--- src/hdl/wdt_pkg.sv ---
/*
 * constants for the guard timer and periodic timer block: key values,
 * control field positions, reset values and tap selections.
 * assumes a single clock domain; guard_clock arrives as a synchronous level.
 */
`default_nettype none

package wdt_pkg;

	// ------------------------------------------------------------
	// key values
	// ------------------------------------------------------------
	localparam logic [7:0] WDT_KEY_ARM = 8'h55;
	localparam logic [7:0] WDT_KEY_CLEAR = 8'hAA;

	// ------------------------------------------------------------
	// guard_control fields
	// ------------------------------------------------------------
	localparam int WDT_GC_FLAG_BIT = 7;
	localparam int WDT_GC_DIS_BIT = 6;
	localparam int WDT_GC_CHK_HI = 5;
	localparam int WDT_GC_CHK_LO = 3;
	localparam int WDT_GC_PS_HI = 2;
	localparam int WDT_GC_PS_LO = 0;
	localparam logic [2:0] WDT_CHECK_PATTERN = 3'h5;
	localparam logic [2:0] WDT_GC_PS_RESET = 3'h0;
	localparam logic WDT_GC_DIS_RESET = 1'b0;
	localparam logic WDT_GC_FLAG_RESET = 1'b0;

	// ------------------------------------------------------------
	// periodic_control fields
	// ------------------------------------------------------------
	localparam int WDT_PC_FLAG_BIT = 7;
	localparam int WDT_PC_EN_BIT = 6;
	localparam int WDT_PC_PS_HI = 2;
	localparam int WDT_PC_PS_LO = 0;
	localparam logic [7:0] WDT_PC_RESET = 8'h00;

	// ------------------------------------------------------------
	// counters and taps
	// ------------------------------------------------------------
	localparam int WDT_FREE_W = 7;
	localparam logic [7:0] WDT_COUNT_RESET = 8'h00;
	localparam logic [WDT_FREE_W-1:0] WDT_FREE_RESET = 7'h00;
	// periodic selector: low bits of free counter or periodic counter that
	// must be all ones for the tap to carry
	localparam logic [2:0] WDT_PSEL_FIRST_COUNT = 3'h4;
	localparam logic [3:0] WDT_PTAP_FREE0 = 4'h2;
	localparam logic [3:0] WDT_PTAP_FREE1 = 4'h4;
	localparam logic [3:0] WDT_PTAP_FREE2 = 4'h6;
	localparam logic [3:0] WDT_PTAP_FREE3 = 4'h7;
	localparam logic [3:0] WDT_PTAP_CNT0 = 4'h1;
	localparam logic [3:0] WDT_PTAP_CNT1 = 4'h3;
	localparam logic [3:0] WDT_PTAP_CNT2 = 4'h5;
	localparam logic [3:0] WDT_PTAP_CNT3 = 4'h7;

	typedef enum logic [1:0] {
		WDT_RUN = 2'b00,
		WDT_OVF_WAIT = 2'b01,
		WDT_RESET = 2'b10
	} wdt_state_t;

endpackage

`default_nettype wire

--- src/hdl/wdt_timer.sv ---
/*
 * guard timer and periodic interrupt timer, one module.
 * assumes guard_clock is a slow level synchronous to ref_clk, sys_rst is the
 * system reset that guard_reset_req feeds, and por_rst is power-on only.
 */
// Notes on behaviour
// guard count is an 8-bit up-counter stepped by the selected prescaler output
// guard logic runs on every rising edge of guard_clock, regardless of any setting
// guard count value is readable at any time
// 3-bit prescale picks raw guard clock or one of six free-counter taps
// free-running counter only cleared by system reset, never by counter clears
// writing 55h arms the clear; repeats keep armed; lone AAh does nothing
// AAh while armed clears the guard count to zero
// any other key value asserts system reset immediately
// software must write 55h then AAh before overflow and set up early
// overflow and illegal key both set the reset cause flag
// a set cause flag never blocks later resets; software clears it
// overflow reset follows one guard count clock period after overflow
// overflow reset cannot be disabled in normal operation
// disabled only if pin high during reset and disable bit set
// check bits compared with 101 continuously; mismatch resets system
// software writes 101 into the check bits on every control write
// after reset prescale is fastest and counting starts at once
// 3-bit field picks among four periodic and four free-counter taps
// periodic count steps on the divide-by-128 tap of the free counter
// periodic rates span 1 to 4096 per second at 16384 Hz
// periodic count readable or clearable any time, free counter untouched
// periodic functions stop only in halt; a software bit enables requests
// one request per transition of the selected tap when enabled
// overflow flag sets on overflow, cleared by writing 0, set by software silently
// reading the key location returns the guard control contents
// 8-bit peripheral on 16-bit bus: upper write byte ignored, upper read zero
// armed state cleared by the clearing AAh write and by system reset
// system reset zeroes free, guard and periodic counters
`timescale 1ns/1ps
`default_nettype none

module wdt_timer
	import wdt_pkg::*;
(
	input wire logic ref_clk,
	input wire logic sys_rst,
	input wire logic por_rst,
	input wire logic guard_clock,
	input wire logic programming_voltage_pin,
	input wire logic halt_mode,
	input wire logic [15:0] wr_data,
	input wire logic service_key_wr,
	input wire logic guard_control_wr,
	input wire logic periodic_control_wr,
	input wire logic periodic_count_wr,
	output logic [15:0] guard_count_rd,
	output logic [15:0] periodic_count_rd,
	output logic [15:0] service_key_rd,
	output logic [15:0] guard_control_rd,
	output logic [15:0] periodic_control_rd,
	output logic guard_reset_req,
	output logic periodic_irq
);

	// ------------------------------------------------------------
	// helpers
	// ------------------------------------------------------------
	// true when the low n bits of v are all ones (carry into bit n)
	function automatic logic low_ones(input logic [7:0] v, input logic [3:0] n);
		logic r;
		r = 1'b1;
		for (int i = 0; i < 8; i++) begin
			if (i < int'(n) && !v[i]) begin
				r = 1'b0;
			end
		end
		return r;
	endfunction

	// ------------------------------------------------------------
	// state
	// ------------------------------------------------------------
	logic rst;
	logic guard_clock_reg;
	logic tick;
	logic [WDT_FREE_W-1:0] free_reg;
	logic [7:0] guard_count_reg;
	logic [7:0] periodic_count_reg;
	logic armed_reg;
	logic guard_flag_reg;
	logic guard_dis_reg;
	logic [2:0] guard_chk_reg;
	logic [2:0] guard_ps_reg;
	logic pin_latched_reg;
	logic periodic_flag_reg;
	logic periodic_en_reg;
	logic [2:0] periodic_ps_reg;
	logic periodic_irq_reg;
	logic guard_reset_reg;
	wdt_state_t state_reg;
	logic [7:0] wdata;
	logic guard_step;
	logic periodic_step;
	logic periodic_tap;
	logic key_arm;
	logic key_clear;
	logic key_bad;
	logic check_bad;
	logic overflow;
	logic guard_disabled;
	logic [7:0] guard_control;
	logic [7:0] periodic_control;

	assign rst = sys_rst | por_rst;
	assign wdata = wr_data[7:0];

	// ------------------------------------------------------------
	// guard clock edge and free-running counter
	// ------------------------------------------------------------
	always_ff @(posedge ref_clk) begin
		if (rst) begin
			guard_clock_reg <= 1'b0;
		end else begin
			guard_clock_reg <= guard_clock;
		end
	end

	assign tick = guard_clock & ~guard_clock_reg;

	always_ff @(posedge ref_clk) begin
		if (rst) begin
			free_reg <= WDT_FREE_RESET;
		end else if (tick) begin
			free_reg <= free_reg + 7'h01;
		end
	end

	// ------------------------------------------------------------
	// prescale selection
	// ------------------------------------------------------------
	always_comb begin
		if (guard_ps_reg < 3'h2) begin
			guard_step = tick;
		end else begin
			guard_step = tick & low_ones({1'b0, free_reg}, {1'b0, guard_ps_reg - 3'h1});
		end
	end

	assign periodic_step = tick & low_ones({1'b0, free_reg}, 4'(WDT_FREE_W));

	always_comb begin
		case (periodic_ps_reg)
			3'h0: periodic_tap = tick & low_ones({1'b0, free_reg}, WDT_PTAP_FREE0);
			3'h1: periodic_tap = tick & low_ones({1'b0, free_reg}, WDT_PTAP_FREE1);
			3'h2: periodic_tap = tick & low_ones({1'b0, free_reg}, WDT_PTAP_FREE2);
			3'h3: periodic_tap = tick & low_ones({1'b0, free_reg}, WDT_PTAP_FREE3);
			3'h4: periodic_tap = periodic_step & low_ones(periodic_count_reg, WDT_PTAP_CNT0);
			3'h5: periodic_tap = periodic_step & low_ones(periodic_count_reg, WDT_PTAP_CNT1);
			3'h6: periodic_tap = periodic_step & low_ones(periodic_count_reg, WDT_PTAP_CNT2);
			3'h7: periodic_tap = periodic_step & low_ones(periodic_count_reg, WDT_PTAP_CNT3);
			default: periodic_tap = 1'b0;
		endcase
	end

	// ------------------------------------------------------------
	// key logic
	// ------------------------------------------------------------
	assign key_arm = service_key_wr && wdata == WDT_KEY_ARM;
	assign key_clear = service_key_wr && wdata == WDT_KEY_CLEAR && armed_reg;
	assign key_bad = service_key_wr && wdata != WDT_KEY_ARM && wdata != WDT_KEY_CLEAR;

	always_ff @(posedge ref_clk) begin
		if (rst) begin
			armed_reg <= 1'b0;
		end else if (key_arm) begin
			armed_reg <= 1'b1;
		end else if (key_clear) begin
			armed_reg <= 1'b0;
		end
	end

	// ------------------------------------------------------------
	// guard counter
	// ------------------------------------------------------------
	assign guard_disabled = pin_latched_reg & guard_dis_reg;
	assign overflow = guard_step && guard_count_reg == 8'hFF && !guard_disabled;

	always_ff @(posedge ref_clk) begin
		if (rst) begin
			guard_count_reg <= WDT_COUNT_RESET;
		end else if (key_clear) begin
			guard_count_reg <= WDT_COUNT_RESET;
		end else if (guard_step && !guard_disabled) begin
			guard_count_reg <= guard_count_reg + 8'h01;
		end
	end

	// pin level caught while reset is held
	always_ff @(posedge ref_clk) begin
		if (rst) begin
			pin_latched_reg <= programming_voltage_pin;
		end
	end

	// ------------------------------------------------------------
	// guard control register
	// ------------------------------------------------------------
	always_ff @(posedge ref_clk) begin
		if (rst) begin
			guard_dis_reg <= WDT_GC_DIS_RESET;
			guard_chk_reg <= WDT_CHECK_PATTERN;
			guard_ps_reg <= WDT_GC_PS_RESET;
		end else if (guard_control_wr) begin
			guard_dis_reg <= wdata[WDT_GC_DIS_BIT];
			guard_chk_reg <= wdata[WDT_GC_CHK_HI:WDT_GC_CHK_LO];
			guard_ps_reg <= wdata[WDT_GC_PS_HI:WDT_GC_PS_LO];
		end
	end

	// cause flag survives system reset; only power-on reset or a software write of 0 clears it
	always_ff @(posedge ref_clk) begin
		if (por_rst) begin
			guard_flag_reg <= WDT_GC_FLAG_RESET;
		end else if (key_bad || overflow) begin
			guard_flag_reg <= 1'b1;
		end else if (guard_control_wr && !wdata[WDT_GC_FLAG_BIT]) begin
			guard_flag_reg <= 1'b0;
		end
	end

	assign check_bad = guard_chk_reg != WDT_CHECK_PATTERN;

	// ------------------------------------------------------------
	// reset sequencing
	// ------------------------------------------------------------
	always_ff @(posedge ref_clk) begin
		if (rst) begin
			state_reg <= WDT_RUN;
		end else begin
			case (state_reg)
				WDT_RUN: begin
					if (key_bad || check_bad) begin
						state_reg <= WDT_RESET;
					end else if (overflow) begin
						state_reg <= WDT_OVF_WAIT;
					end
				end
				WDT_OVF_WAIT: begin
					if (guard_step || key_bad || check_bad) begin
						state_reg <= WDT_RESET;
					end
				end
				WDT_RESET: state_reg <= WDT_RESET;
				default: state_reg <= WDT_RUN;
			endcase
		end
	end

	always_comb begin
		guard_reset_reg = state_reg == WDT_RESET;
	end

	assign guard_reset_req = guard_reset_reg;

	// ------------------------------------------------------------
	// periodic counter and control
	// ------------------------------------------------------------
	always_ff @(posedge ref_clk) begin
		if (rst) begin
			periodic_count_reg <= WDT_COUNT_RESET;
		end else if (periodic_count_wr) begin
			periodic_count_reg <= WDT_COUNT_RESET;
		end else if (periodic_step && !halt_mode) begin
			periodic_count_reg <= periodic_count_reg + 8'h01;
		end
	end

	always_ff @(posedge ref_clk) begin
		if (rst) begin
			periodic_en_reg <= WDT_PC_RESET[WDT_PC_EN_BIT];
			periodic_ps_reg <= WDT_PC_RESET[WDT_PC_PS_HI:WDT_PC_PS_LO];
		end else if (periodic_control_wr) begin
			periodic_en_reg <= wdata[WDT_PC_EN_BIT];
			periodic_ps_reg <= wdata[WDT_PC_PS_HI:WDT_PC_PS_LO];
		end
	end

	always_ff @(posedge ref_clk) begin
		if (rst) begin
			periodic_flag_reg <= WDT_PC_RESET[WDT_PC_FLAG_BIT];
		end else if (periodic_tap && !halt_mode) begin
			periodic_flag_reg <= 1'b1;
		end else if (periodic_control_wr) begin
			periodic_flag_reg <= wdata[WDT_PC_FLAG_BIT];
		end
	end

	always_ff @(posedge ref_clk) begin
		if (rst) begin
			periodic_irq_reg <= 1'b0;
		end else begin
			periodic_irq_reg <= periodic_tap & periodic_en_reg & ~halt_mode;
		end
	end

	assign periodic_irq = periodic_irq_reg;

	// ------------------------------------------------------------
	// read values
	// ------------------------------------------------------------
	assign guard_control = {guard_flag_reg, guard_dis_reg, guard_chk_reg, guard_ps_reg};
	assign periodic_control = {periodic_flag_reg, periodic_en_reg, 3'h0, periodic_ps_reg};
	assign guard_count_rd = {8'h00, guard_count_reg};
	assign periodic_count_rd = {8'h00, periodic_count_reg};
	assign service_key_rd = {8'h00, guard_control};
	assign guard_control_rd = {8'h00, guard_control};
	assign periodic_control_rd = {8'h00, periodic_control};

endmodule

`default_nettype wire

--- config.mk ---
export PLATFORM = sky130hd
export DESIGN_NAME = wdt_timer
export DESIGN_NICKNAME = d
export VERILOG_FILES = /design/src/hdl/wdt_pkg.sv /design/src/hdl/wdt_timer.sv
export SDC_FILE = /design/constraint.sdc
export NUM_CORES = 1
export LEC_CHECK = 0
export BUFFER_PORTS_ARGS = -buffer_cell sky130_fd_sc_hd__buf_4
export CORE_UTILIZATION = 25
export DETAILED_ROUTE_END_ITERATION = 10
export GPL_ROUTABILITY_DRIVEN = 0
export PLACE_DENSITY = 0.51
export RECOVER_POWER = 25
export SLEW_MARGIN = 15
export SYNTH_ARGS = -nofsm -noshare
export SYNTH_HDL_FRONTEND = slang
export SYNTH_SLANG_ARGS = --single-unit
--- constraint.sdc ---
create_clock -name ref_clk -period 6.4 [get_ports ref_clk]
set_input_delay 0.32 -clock ref_clk [delete_from_list [all_inputs] [get_ports ref_clk]]
set_output_delay 0.32 -clock ref_clk [all_outputs]
set_load 0.05 [all_outputs]
==> results of run 1 <==
path summary, 6_finish.rpt:
check	start	end	slack (ps)	cells past startpoint
worst max-delay path	guard_ps_reg[0]$_SDFFE_PP0P_	state_reg[0]$_SDFFE_PP0P_	3720	8
worst min register to register	periodic_en_reg$_SDFFE_PP0P_	periodic_irq$_SDFF_PP0_	500	2
worst max register to register	guard_ps_reg[0]$_SDFFE_PP0P_	state_reg[0]$_SDFFE_PP0P_	3720	8
worst min-delay path	programming_voltage_pin	pin_latched_reg$_DFFE_PP_	220	1
worst max-delay path: stages (launching register included):
cell	delay [ps]
dfxtp_1	450
inv_1	110
ha_1	340
o21ai_1	80
a211oi_2	300
o21ai_2	150
a2111o_1	520
or3b_1	420
a211oi_2	220
placed cells by master (no fill, tap or decap), types with 3 or more instances in the layout:
master,count
nand3_1,5
clkbuf_1,18
and3_1,4
a2111oi_0,3
o21ai_0,6
xnor2_1,10
inv_1,12
a21oi_1,5
xor2_1,6
nor2_1,37
ha_1,10
nor2b_1,3
buf_4,38
conb_1,43
or3_1,3
a31oi_1,4
dfxtp_1,41
o21a_1,3
and2_1,3
clkbuf_8,5
nand2_1,19
mux2i_1,17
nand4_1,5
logic make-up after synthesis:
logic type	share of synthesized area
other	0.001487
AOI/OAI and AO/OA	0.1102
buffers and inverters	0.1926
muxes	0.06749
adders and majority gates	0.04963
DFF	0.3375
and+or+nand+nor	0.1792
xor gates and xnor gates	0.06203
layout make-up:
class | count | area share
Multi-Input combinational cell | 217 | 0.4675
Sequential cell | 42 | 0.2963
Tap cell | 133 | 0.05795
Timing Repair Buffer | 56 | 0.1242
Clock inverter | 2 | 0.01307
Clock buffer | 6 | 0.02527
Inverter | 12 | 0.01569
power by group through the flow:
stage / Sequential (mW) / Clock, mW / Combinational, mW
final: 0.273 / 0.210 / 0.124
after floorplan: 0.286 / 0 / 0.118
after global placement: 0.279 / 0 / 0.126
after detailed placement: 0.280 / 0 / 0.126
after global routing: 0.274 / 0.234 / 0.133
after CTS: 0.273 / 0.219 / 0.126
layer usage:
layer / global-route usage / vias up / wire (um)
li1: - / 981 / -
met1: 0.1420 / 876 / 2728
met2: 0.1621 / 70 / 2277
met3: 0.02941 / 9 / 269
met4: 0.02967 / 0 / 61
met5: 0 / - / 0
metrics by stage:
step	hold slack (ps)	cells
2_1_floorplan	389.4	333
3_3_place_gp	468.9	460
3_5_place_dp	491.7	460
4_1_cts	178.3	468
5_1_grt	211.5	468
6_report	218.6	468
==> flow_summary_export.csv, run 1 <==
group,metric,value,unit
run_status,status,"completed",
finish,postLayoutCoreUtil,0.2938,
sta,layout_setup_ws,3721,ps
die,die_h,102.4,um
sta,setup_violations,0,
finish,final_nets,370,
logic_synthesis,synth.most_common_cell,"buf_4",
detailed_routing,wirelength,5337,um
logic_synthesis,synth_area_leaders,"dfxtp_1 (33%), buf_4 (16%), mux2i_1 (6.7%), nor2_1 (5.5%), ha_1 (5.0%)",
logic_synthesis,yosysSeqAreaShare,0.3375,
sta,period_share,0.4186,
cts,htreeDepth,2,
setup_path,cp.arrival,2890,ps
grt,grt_max_degree,22,
cts,cts-buffers-inserted,5,
sta,post-route-min-period,2679,ps
logic_synthesis,ys_warn_count,0,
logic_synthesis,synth.cell_area,2521,um2
placed_design,hpwl,4186,um
detailed_routing,wire_per_inst,11.40,um
power_and_ir_drop,seqPwrFrac,0.449,
logic_synthesis,synth-main-ff-cell,"dfxtp_1",
cts,cts_tree,"built",
power_and_ir_drop,switching_power,0.1994,mW
grt,grt_pass1_wl,8438,um
placed_design,numPortBuffers,56,
cts,cts-root-buf,"clkbuf_8",
logic_synthesis,yosys.area.top_type,"dfxtp_1",
power_and_ir_drop,power,0.6081,mW
setup_path,required,6610,ps
finish,area_growth,13.90,%
logic_synthesis,yosys.area.top_type_share,0.3256,
sta,fmax,373.3,MHz
grt,grt_overflow,0,
finish,antennaDiodeCount,0,
cts,cts_hold_buf,0,
sta,tightestPinTransition,686.1,ps
setup_path,end_kind,"flop",
sta,hold_viol_final,0,
detailed_routing,num_vias,1936,
logic_synthesis,synth-seq-cells,42,
setup_path,worstSetupStartpointType,"flop",
detailed_routing,ant_nets,0,
die,die_width,102.4,um
finish,layout-drive-gt1-share,0.1493,
die,die_area,10490,um2
hold_path,hold_class,"in -> reg",
detailed_routing,firstDrtPassIters,4,
finish,fill_cells,1065,
logic_synthesis,synth_cell_types,47,
sta,rsz0062_at_grt,"false",
setup_path,worstSetupPathType,"reg -> reg",
power_and_ir_drop,swShare,0.3280,
logic_synthesis,synth-edff-count,1,
finish,multiInputGateArea,1343,um2
power_and_ir_drop,clock_power_share,0.346,
power_and_ir_drop,internal-power,0.4087,mW
power_and_ir_drop,pwr-share-comb,0.205,
die,row_count,36,
logic_synthesis,syn_avg_cell_area,8.664,um2
placed_design,dp_worst_setup_slack,3748,ps
detailed_routing,viasPerCell,4.137,
power_and_ir_drop,p_per_area,211.8,nW/um2
sta,setup-tns-final,0,ps
sta,slew_headroom,0.5421,
cts,clock_tree.buffer_depth,2,
power_and_ir_drop,p_leak,1.175,nW
grt,grt_pass1_vias,1734,
detailed_routing,drt_iter0_drc,78,
cts,clock_latency,300,ps
die,core_area,9774,um2
finish,regArea,850.8,um2
power_and_ir_drop,vdd_ir_drop_max,0.08547,mV
cts,path_clk_slew,90,ps
grt,grt.total_usage,0.1049,
finish,final_area,2872,um2
cts,postCtsSetupBuffers,0,
logic_synthesis,synthTopCellsByCount,"buf_4 (55), dfxtp_1 (41), nor2_1 (37)",
grt,antenna_found_initial,0,
die,ios,108,
sta,clock_skew,12.39,ps
logic_synthesis,netlist_instances,291,
sta,drv_slew,0,
die,initial_core_util,0.2579,
job,drv_cap,0,
cts,cts.repair.resized,0,
placed_design,placed_area,2825,um2
setup_path,cp_max_fo,7,
logic_synthesis,synthArstFlopShare,0,
detailed_routing,drc,0,
cts,clock-sinks,42,
No activity file was read; power rests on OpenSTA's default activity.
==> run 2: changes to the inputs <==
--- a/config.mk
+++ b/config.mk
@@ -5,11 +5,12 @@
 export SDC_FILE = /design/constraint.sdc
 export NUM_CORES = 1
 export LEC_CHECK = 0
+export ABC_AREA = 1
 export BUFFER_PORTS_ARGS = -buffer_cell sky130_fd_sc_hd__buf_4
 export CORE_UTILIZATION = 25
 export DETAILED_ROUTE_END_ITERATION = 10
 export GPL_ROUTABILITY_DRIVEN = 0
-export PLACE_DENSITY = 0.51
+export PLACE_DENSITY = 0.53
 export RECOVER_POWER = 25
 export SLEW_MARGIN = 15
 export SYNTH_ARGS = -nofsm -noshare
==> constraint.sdc (replaced) <==
create_clock -name ref_clk -period 2.45 [get_ports ref_clk]
set_input_delay 0.1225 -clock ref_clk [delete_from_list [all_inputs] [get_ports ref_clk]]
set_output_delay 0.1225 -clock ref_clk [all_outputs]
set_load 0.05 [all_outputs]
==> run 2 against run 1 <==
Net effect:
- sequential power grew to 2.6 times the previous value
- sequential cell count is the same
- sequential share of layout area shrank 1.2 points
- via count grew 13%
- combinational power grew to 3.1 times the previous value
- non-clock buffer count grew 2
- critical path depth increased by 6
- utilization is 1.0 points higher
- die area increased by 1.9%
- synthesized area up 1.9%
- clock skew down 9.1 ps
- final cell count grew 15%
- largest power group unchanged
- highest routed layer unchanged
==> flow_summary_export.csv, run 2 <==
group,metric,value,unit
run_status,status,"completed",
sta,post-route-min-period,1979,ps
grt,grt_max_degree,14,
logic_synthesis,synth.most_common_cell,"nand2_1",
logic_synthesis,syn_avg_cell_area,7.277,um2
cts,htreeDepth,2,
setup_path,worstSetupStartpointType,"flop",
power_and_ir_drop,vdd_ir_drop_max,0.2441,mV
finish,final_nets,438,
sta,fmax,505.4,MHz
setup_path,slowest_stage,"dfxtp_1",
placed_design,hpwl,4436,um
die,initial_core_util,0.2604,
die,core_area,9864,um2
logic_synthesis,yosysSeqAreaShare,0.3312,
logic_synthesis,synth-seq-cells,42,
power_and_ir_drop,switching_power,0.5648,mW
logic_synthesis,synth_area_leaders,"dfxtp_1 (32%), buf_4 (16%), nand2_1 (9.6%), inv_1 (5.7%), a21oi_1 (5.1%)",
sta,slew_headroom,0.5776,
cts,clock-sinks,42,
placed_design,dpl.cell_count,527,
detailed_routing,num_vias,2195,
finish,layout-drive-gt1-share,0.2035,
sta,rsz0062_at_grt,"false",
power_and_ir_drop,swShare,0.3427,
setup_path,crit_buf_inv,3,
logic_synthesis,synth-main-ff-cell,"dfxtp_1",
power_and_ir_drop,seqPwrFrac,0.437,
detailed_routing,firstDrtPassIters,5,
logic_synthesis,yosys.area.top_type,"dfxtp_1",
sta,setup-tns-final,0,ps
cts,cts-buffers-inserted,5,
cts,cts_tree,"built",
detailed_routing,drt_iter0_drc,70,
detailed_routing,drc,0,
logic_synthesis,synth-edff-count,1,
sta,setup_violations,0,
cts,cts-root-buf,"clkbuf_8",
die,row_count,36,
logic_synthesis,synth.cell_area,2569,um2
power_and_ir_drop,p_leak,1.368,nW
cts,postCtsSetupBuffers,0,
logic_synthesis,synthArstFlopShare,0,
logic_synthesis,synth_cell_types,39,
sta,drv_slew,0,
setup_path,worstSetupPathType,"reg -> reg",
sta,clock_skew,3.274,ps
die,die_h,103.4,um
grt,antenna_found_initial,0,
setup_path,max_stage_delay,440,ps
detailed_routing,wire_per_inst,10.21,um
die,die_width,103.4,um
logic_synthesis,netlist_instances,353,
finish,antennaDiodeCount,0,
logic_synthesis,yosys.area.top_type_share,0.3195,
logic_synthesis,ys_warn_count,0,
power_and_ir_drop,p_per_area,549.8,nW/um2
placed_design,numPortBuffers,56,
grt,grt_overflow,0,
power_and_ir_drop,internal-power,1.084,mW
setup_path,worst_path_most_repeated_cell,"nand2_1",
setup_path,cp_top_family,"simple AND/OR/NAND/NOR gates",
finish,area_growth,16.71,%
power_and_ir_drop,pwr-share-comb,0.233,
grt,grt.total_usage,0.1085,
detailed_routing,ant_nets,0,
power_and_ir_drop,clock_power_share,0.330,
setup_path,cp.arrival,2210,ps
job,drv_cap,0,
setup_path,crit_chain,"inv_2, ha_1, inv_1, nand2_1, nand2_1, nand2_1, nor2_1, a21oi_1, nand2_2, nand3_4, clkinv_2, nand2_2, or2_1, a21oi_2",
sta,hold_viol_final,0,
cts,clock_latency,290,ps
grt,grt_pass1_wl,9135,um
die,ios,108,
grt,grt_pass1_vias,1977,
setup_path,end_kind,"flop",
detailed_routing,viasPerCell,4.095,
finish,final_common_cell,"nand2_1",
cts,cts.repair.resized,0,
setup_path,required,2680,ps
hold_path,hold_class,"in -> reg",
logic_synthesis,synthTopCellsByCount,"nand2_1 (66), buf_4 (55), dfxtp_1 (41)",
sta,period_share,0.8076,
detailed_routing,wirelength,5473,um
cts,clock_tree.buffer_depth,2,
finish,final_cell_mix,"nand2_1 (66), buf_4 (51), conb_1 (43), dfxtp_1 (41), inv_1 (40)",
cts,path_clk_slew,80,ps
die,die_area,10680,um2
setup_path,cp_max_fo,9,
sta,tightestPinTransition,636.3,ps
finish,final_cells,536,
## run 2: cell types whose count changed after synthesis, moves of 4 or more
cell and delta:
mux2i_1 -17, inv_2 +5, inv_1 +27, nor3_1 +4, o21ai_0 +13, a21oi_1 +21, nor2_1 -12, and3_1 -4
nand2_1 +47, xnor2_1 -7, nand3_1 +6
## run 2: worst register-to-register path, cell delays in order (launching register included)
cell and delay, ps:
dfxtp_1 440, inv_2 90, ha_1 220, inv_1 60
nand2_1 70, nand2_1 90, nand2_1 70, nor2_1 80
a21oi_1 50, nand2_2 110, nand3_4 130, clkinv_2 130
nand2_2 60, or2_1 230, a21oi_2 100
## run 2: kinds of logic (layout without fill, tap and decap cells)
group	Yosys count	count (layout)	synth area share
AOI/OAI and AO/OA	56	56	0.1179
xor gates and xnor gates	6	6	0.02046
adders and majority gates	10	10	0.04871
buffers and inverters	104	112	0.2328
DFF	42	42	0.3312
other	1	43	0.001460
and+or+nand+nor	134	134	0.2474
## run 2: power groups by stage
stage	clock, mW	sequential [mW]	combinational [mW]
floorplan	0	0.759	0.345
global placement	0	0.737	0.382
detailed placement	0	0.738	0.386
CTS	0.565	0.722	0.386
global route	0.590	0.725	0.418
finish	0.543	0.721	0.384
## run 2: final timing paths
check | from | slack (ps) | cells past startpoint | end
max | guard_ps_reg[0]$_SDFFE_PP0P_ | 470 | 14 | guard_count_reg[3]$_SDFFE_PP0P_
min | periodic_control_wr | 50 | 2 | periodic_ps_reg[1]$_SDFFE_PP0P_
max reg2reg | guard_ps_reg[0]$_SDFFE_PP0P_ | 470 | 14 | guard_count_reg[3]$_SDFFE_PP0P_
min reg2reg | periodic_en_reg$_SDFFE_PP0P_ | 470 | 2 | periodic_irq$_SDFF_PP0_
## run 2: area by class of cell
cell class	count	area (um2)
repair buffers	58	422.9
clock inverters	3	40.04
clock buffers	5	68.82
multi-input cells	249	1275
flip-flops and latches	42	850.8
well taps	133	166.4
inverters	46	173.9
fillers	1080	6867
## run 2: through the flow
step | utilization | total power, mW | cell area [um2] | setup WS [ps] | hold slack (ps)
final | 0.3039 | 1.648 | 2998 | 471.5 | 53.37
after global routing | 0.3039 | 1.732 | 2998 | 203.9 | 55.88
after CTS | 0.3047 | 1.673 | 3005 | 443.8 | 1.704
after detailed placement | 0.2936 | 1.123 | 2897 | 468.5 | 315.9
after global placement | 0.2936 | 1.119 | 2897 | 495.9 | 314.5
after floorplan | - | 1.105 | 2726 | 344.7 | 212.7
## run 2: repair_timing
item | 4_1_cts | 5_1_grt
endpoints found under the setup margin | 0 | 0
endpoints found under the hold margin | 0 | 1
hold buffers | 0 | 1
## run 2: layer usage
metal / up-vias / wire, um / GRT usage / share of wire
met2: 61 / 2587 / 0.1758 / 0.47
li1: 1131 / - / - / -
met1: 994 / 2540 / 0.1419 / 0.46
met3: 9 / 216 / 0.02151 / 0.039
met5: - / 0 / 0 / 0
met4: 0 / 129 / 0.04225 / 0.024
==> run 3: changes to the inputs <==
==> constraint.sdc (replaced) <==
create_clock -name ref_clk -period 1.7 [get_ports ref_clk]
set_input_delay 0.085 -clock ref_clk [delete_from_list [all_inputs] [get_ports ref_clk]]
set_output_delay 0.085 -clock ref_clk [all_outputs]
set_load 0.05 [all_outputs]
==> run 3 against run 2 <==
Net effect:
- sequential cell count did not move
- global-route usage rose by 0.096 points
- largest power group unchanged
- non-clock buffer count rose by 24
- critical path depth did not move
- worst hold slack got worse by 46 ps
- first-iteration DRC count fell by 1.4%
==> flow_summary_export.csv, run 3 (synthesis gave the netlist of run 2 again) <==
group,metric,value,unit
run_status,status,"completed",
power_and_ir_drop,pwr-share-comb,0.256,
detailed_routing,drt_iter0_drc,69,
power_and_ir_drop,seqPwrFrac,0.436,
sta,slew_headroom,0.5918,
setup_path,required,1940,ps
power_and_ir_drop,vdd_ir_drop_max,0.2940,mV
sta,period_share,0.9979,
power_and_ir_drop,power,2.375,mW
cts,cts_tree,"built",
die,die_area,10680,um2
sta,post-route-min-period,1696,ps
finish,multiInputGateArea,1386,um2
sta,setup_violations,0,
die,core_area,9864,um2
sta,setup-tns-final,0,ps
detailed_routing,viasPerCell,4.064,
cts,clock-sinks,42,
finish,final_cell_mix,"buf_4 (75), nand2_1 (60), conb_1 (43), inv_1 (36), dfxtp_1 (35)",
setup_path,worstSetupPathType,"reg -> reg",
finish,final_area,3317,um2
finish,final_common_cell,"buf_4",
cts,cts-buffers-inserted,5,
detailed_routing,drc,0,
grt,grt_pass1_vias,1908,
grt,grt_max_degree,16,
die,die_h,103.4,um
die,ios,108,
finish,area_growth,29.13,%
detailed_routing,firstDrtPassIters,5,
power_and_ir_drop,internal-power,1.536,mW
setup_path,end_kind,"flop",
power_and_ir_drop,clock_power_share,0.308,
sta,drv_slew,0,
finish,final_cells,560,
cts,htreeDepth,2,
setup_path,cp_max_fo,4,
die,row_count,36,
placed_design,numPortBuffers,56,
hold_path,hold_class,"in -> reg",
finish,fill_cells,1068,
power_and_ir_drop,p_leak,1.541,nW
die,die_width,103.4,um
power_and_ir_drop,switching_power,0.8390,mW
job,drv_cap,0,
grt,grt_overflow,0,
grt,grt.total_usage,0.1095,
detailed_routing,wirelength,5684,um
power_and_ir_drop,p_per_area,716.0,nW/um2
sta,hold_viol_final,0,
cts,clock_latency,300,ps
setup_path,cp.arrival,1930,ps
finish,layout-drive-gt1-share,0.3162,
sta,clock_skew,3.658,ps
detailed_routing,ant_nets,0,
placed_design,dpl.cell_count,542,
cts,cts-root-buf,"clkbuf_8",
power_and_ir_drop,swShare,0.3533,
placed_design,placed_area,3038,um2
cts,clock_tree.buffer_depth,2,
setup_path,worstSetupStartpointType,"flop",
placed_design,hpwl,4381,um
grt,antenna_found_initial,0,
finish,regArea,863.3,um2
cts,path_clk_slew,80,ps
finish,antennaDiodeCount,0,
sta,fmax,589.5,MHz
sta,rsz0062_at_grt,"true",
detailed_routing,num_vias,2276,
die,initial_core_util,0.2604,
sta,tightestPinTransition,614.9,ps
finish,final_nets,462,
grt,grt_pass1_wl,8942,um
detailed_routing,wire_per_inst,10.15,um
run 3: cell types whose count changed in the layout (fill, tap and decap cells not counted), sizes merged:
cell	change
buf	+26
clkbuf	-1
bufinv	-1
run 3: final cells by class:
cell class,count,area share
clock buffer,6,0.02829
clock inverter,2,0.003018
tap,133,0.05017
sequential,42,0.2603
inverter,46,0.05507
timing repair buffer,82,0.1852
multi-input combinational,249,0.4180
run 3: worst paths after layout:
path | startpoint | endpoint | slack (ps) | cells past startpoint
setup / recovery | guard_ps_reg[0]$_SDFFE_PP0P_ | state_reg[1]$_SDFFE_PP0P_ | 4 | 14
hold / removal | periodic_control_wr | periodic_ps_reg[1]$_SDFFE_PP0P_ | 8 | 2
setup reg to reg | guard_ps_reg[0]$_SDFFE_PP0P_ | state_reg[1]$_SDFFE_PP0P_ | 4 | 14
hold reg to reg | periodic_en_reg$_SDFFE_PP0P_ | periodic_irq$_SDFF_PP0_ | 480 | 2
run 3: metrics by stage:
step                      utilization  worst slack, ps  hold WS [ps]
after floorplan                     -           -83.21         175.2
after global placement         0.3080            17.65         278.1
after detailed placement       0.3080           -25.66         281.5
after CTS                      0.3298            1.293         1.071
after global routing           0.3363           -183.9         3.366
final                          0.3363            3.629         7.653
run 3: repair_timing:
item / CTS / global route
setup endpoints to repair: 3 / 18
setup buffers: 8 / 2
hold buffers: 1 / 0
gates resized for setup: 9 / 22
pin swaps: 5 / 12
endpoints found under the hold margin: 1 / 0
run 3: power groups by stage:
| stage | logic, mW | clock network (mW) | registers (mW) |
|---|---|---|---|
| 5_1_grt | 0.660 | 0.802 | 1.04 |
| 2_1_floorplan | 0.502 | 0 | 1.09 |
| 3_5_place_dp | 0.582 | 0 | 1.06 |
| 3_3_place_gp | 0.577 | 0 | 1.06 |
| 4_1_cts | 0.593 | 0.759 | 1.04 |
| 6_report | 0.607 | 0.731 | 1.04 |
run 3: worst max-delay path, cell delays in order, from the launching register on:
cell and delay (ps):
dfxtp_4 360, inv_4 40, ha_4 250, inv_2 40
o21ai_2 100, nand2_1 80, nand2_2 60, nand3_2 70
nand2_4 80, nand4_1 120, nand3_1 140, nand2_2 80
nand2_1 60, nand2_1 60, nor2_2 100
run 3: per-layer routing:
layer | share of wire | routed length, um | vias to the layer above | global-route usage
met5 | 0 | 0 | - | 0
met4 | 0.018 | 100 | 0 | 0.04550
met3 | 0.045 | 253 | 5 | 0.02285
met2 | 0.46 | 2595 | 75 | 0.1717
met1 | 0.48 | 2735 | 1016 | 0.1460
li1 | - | - | 1180 | -
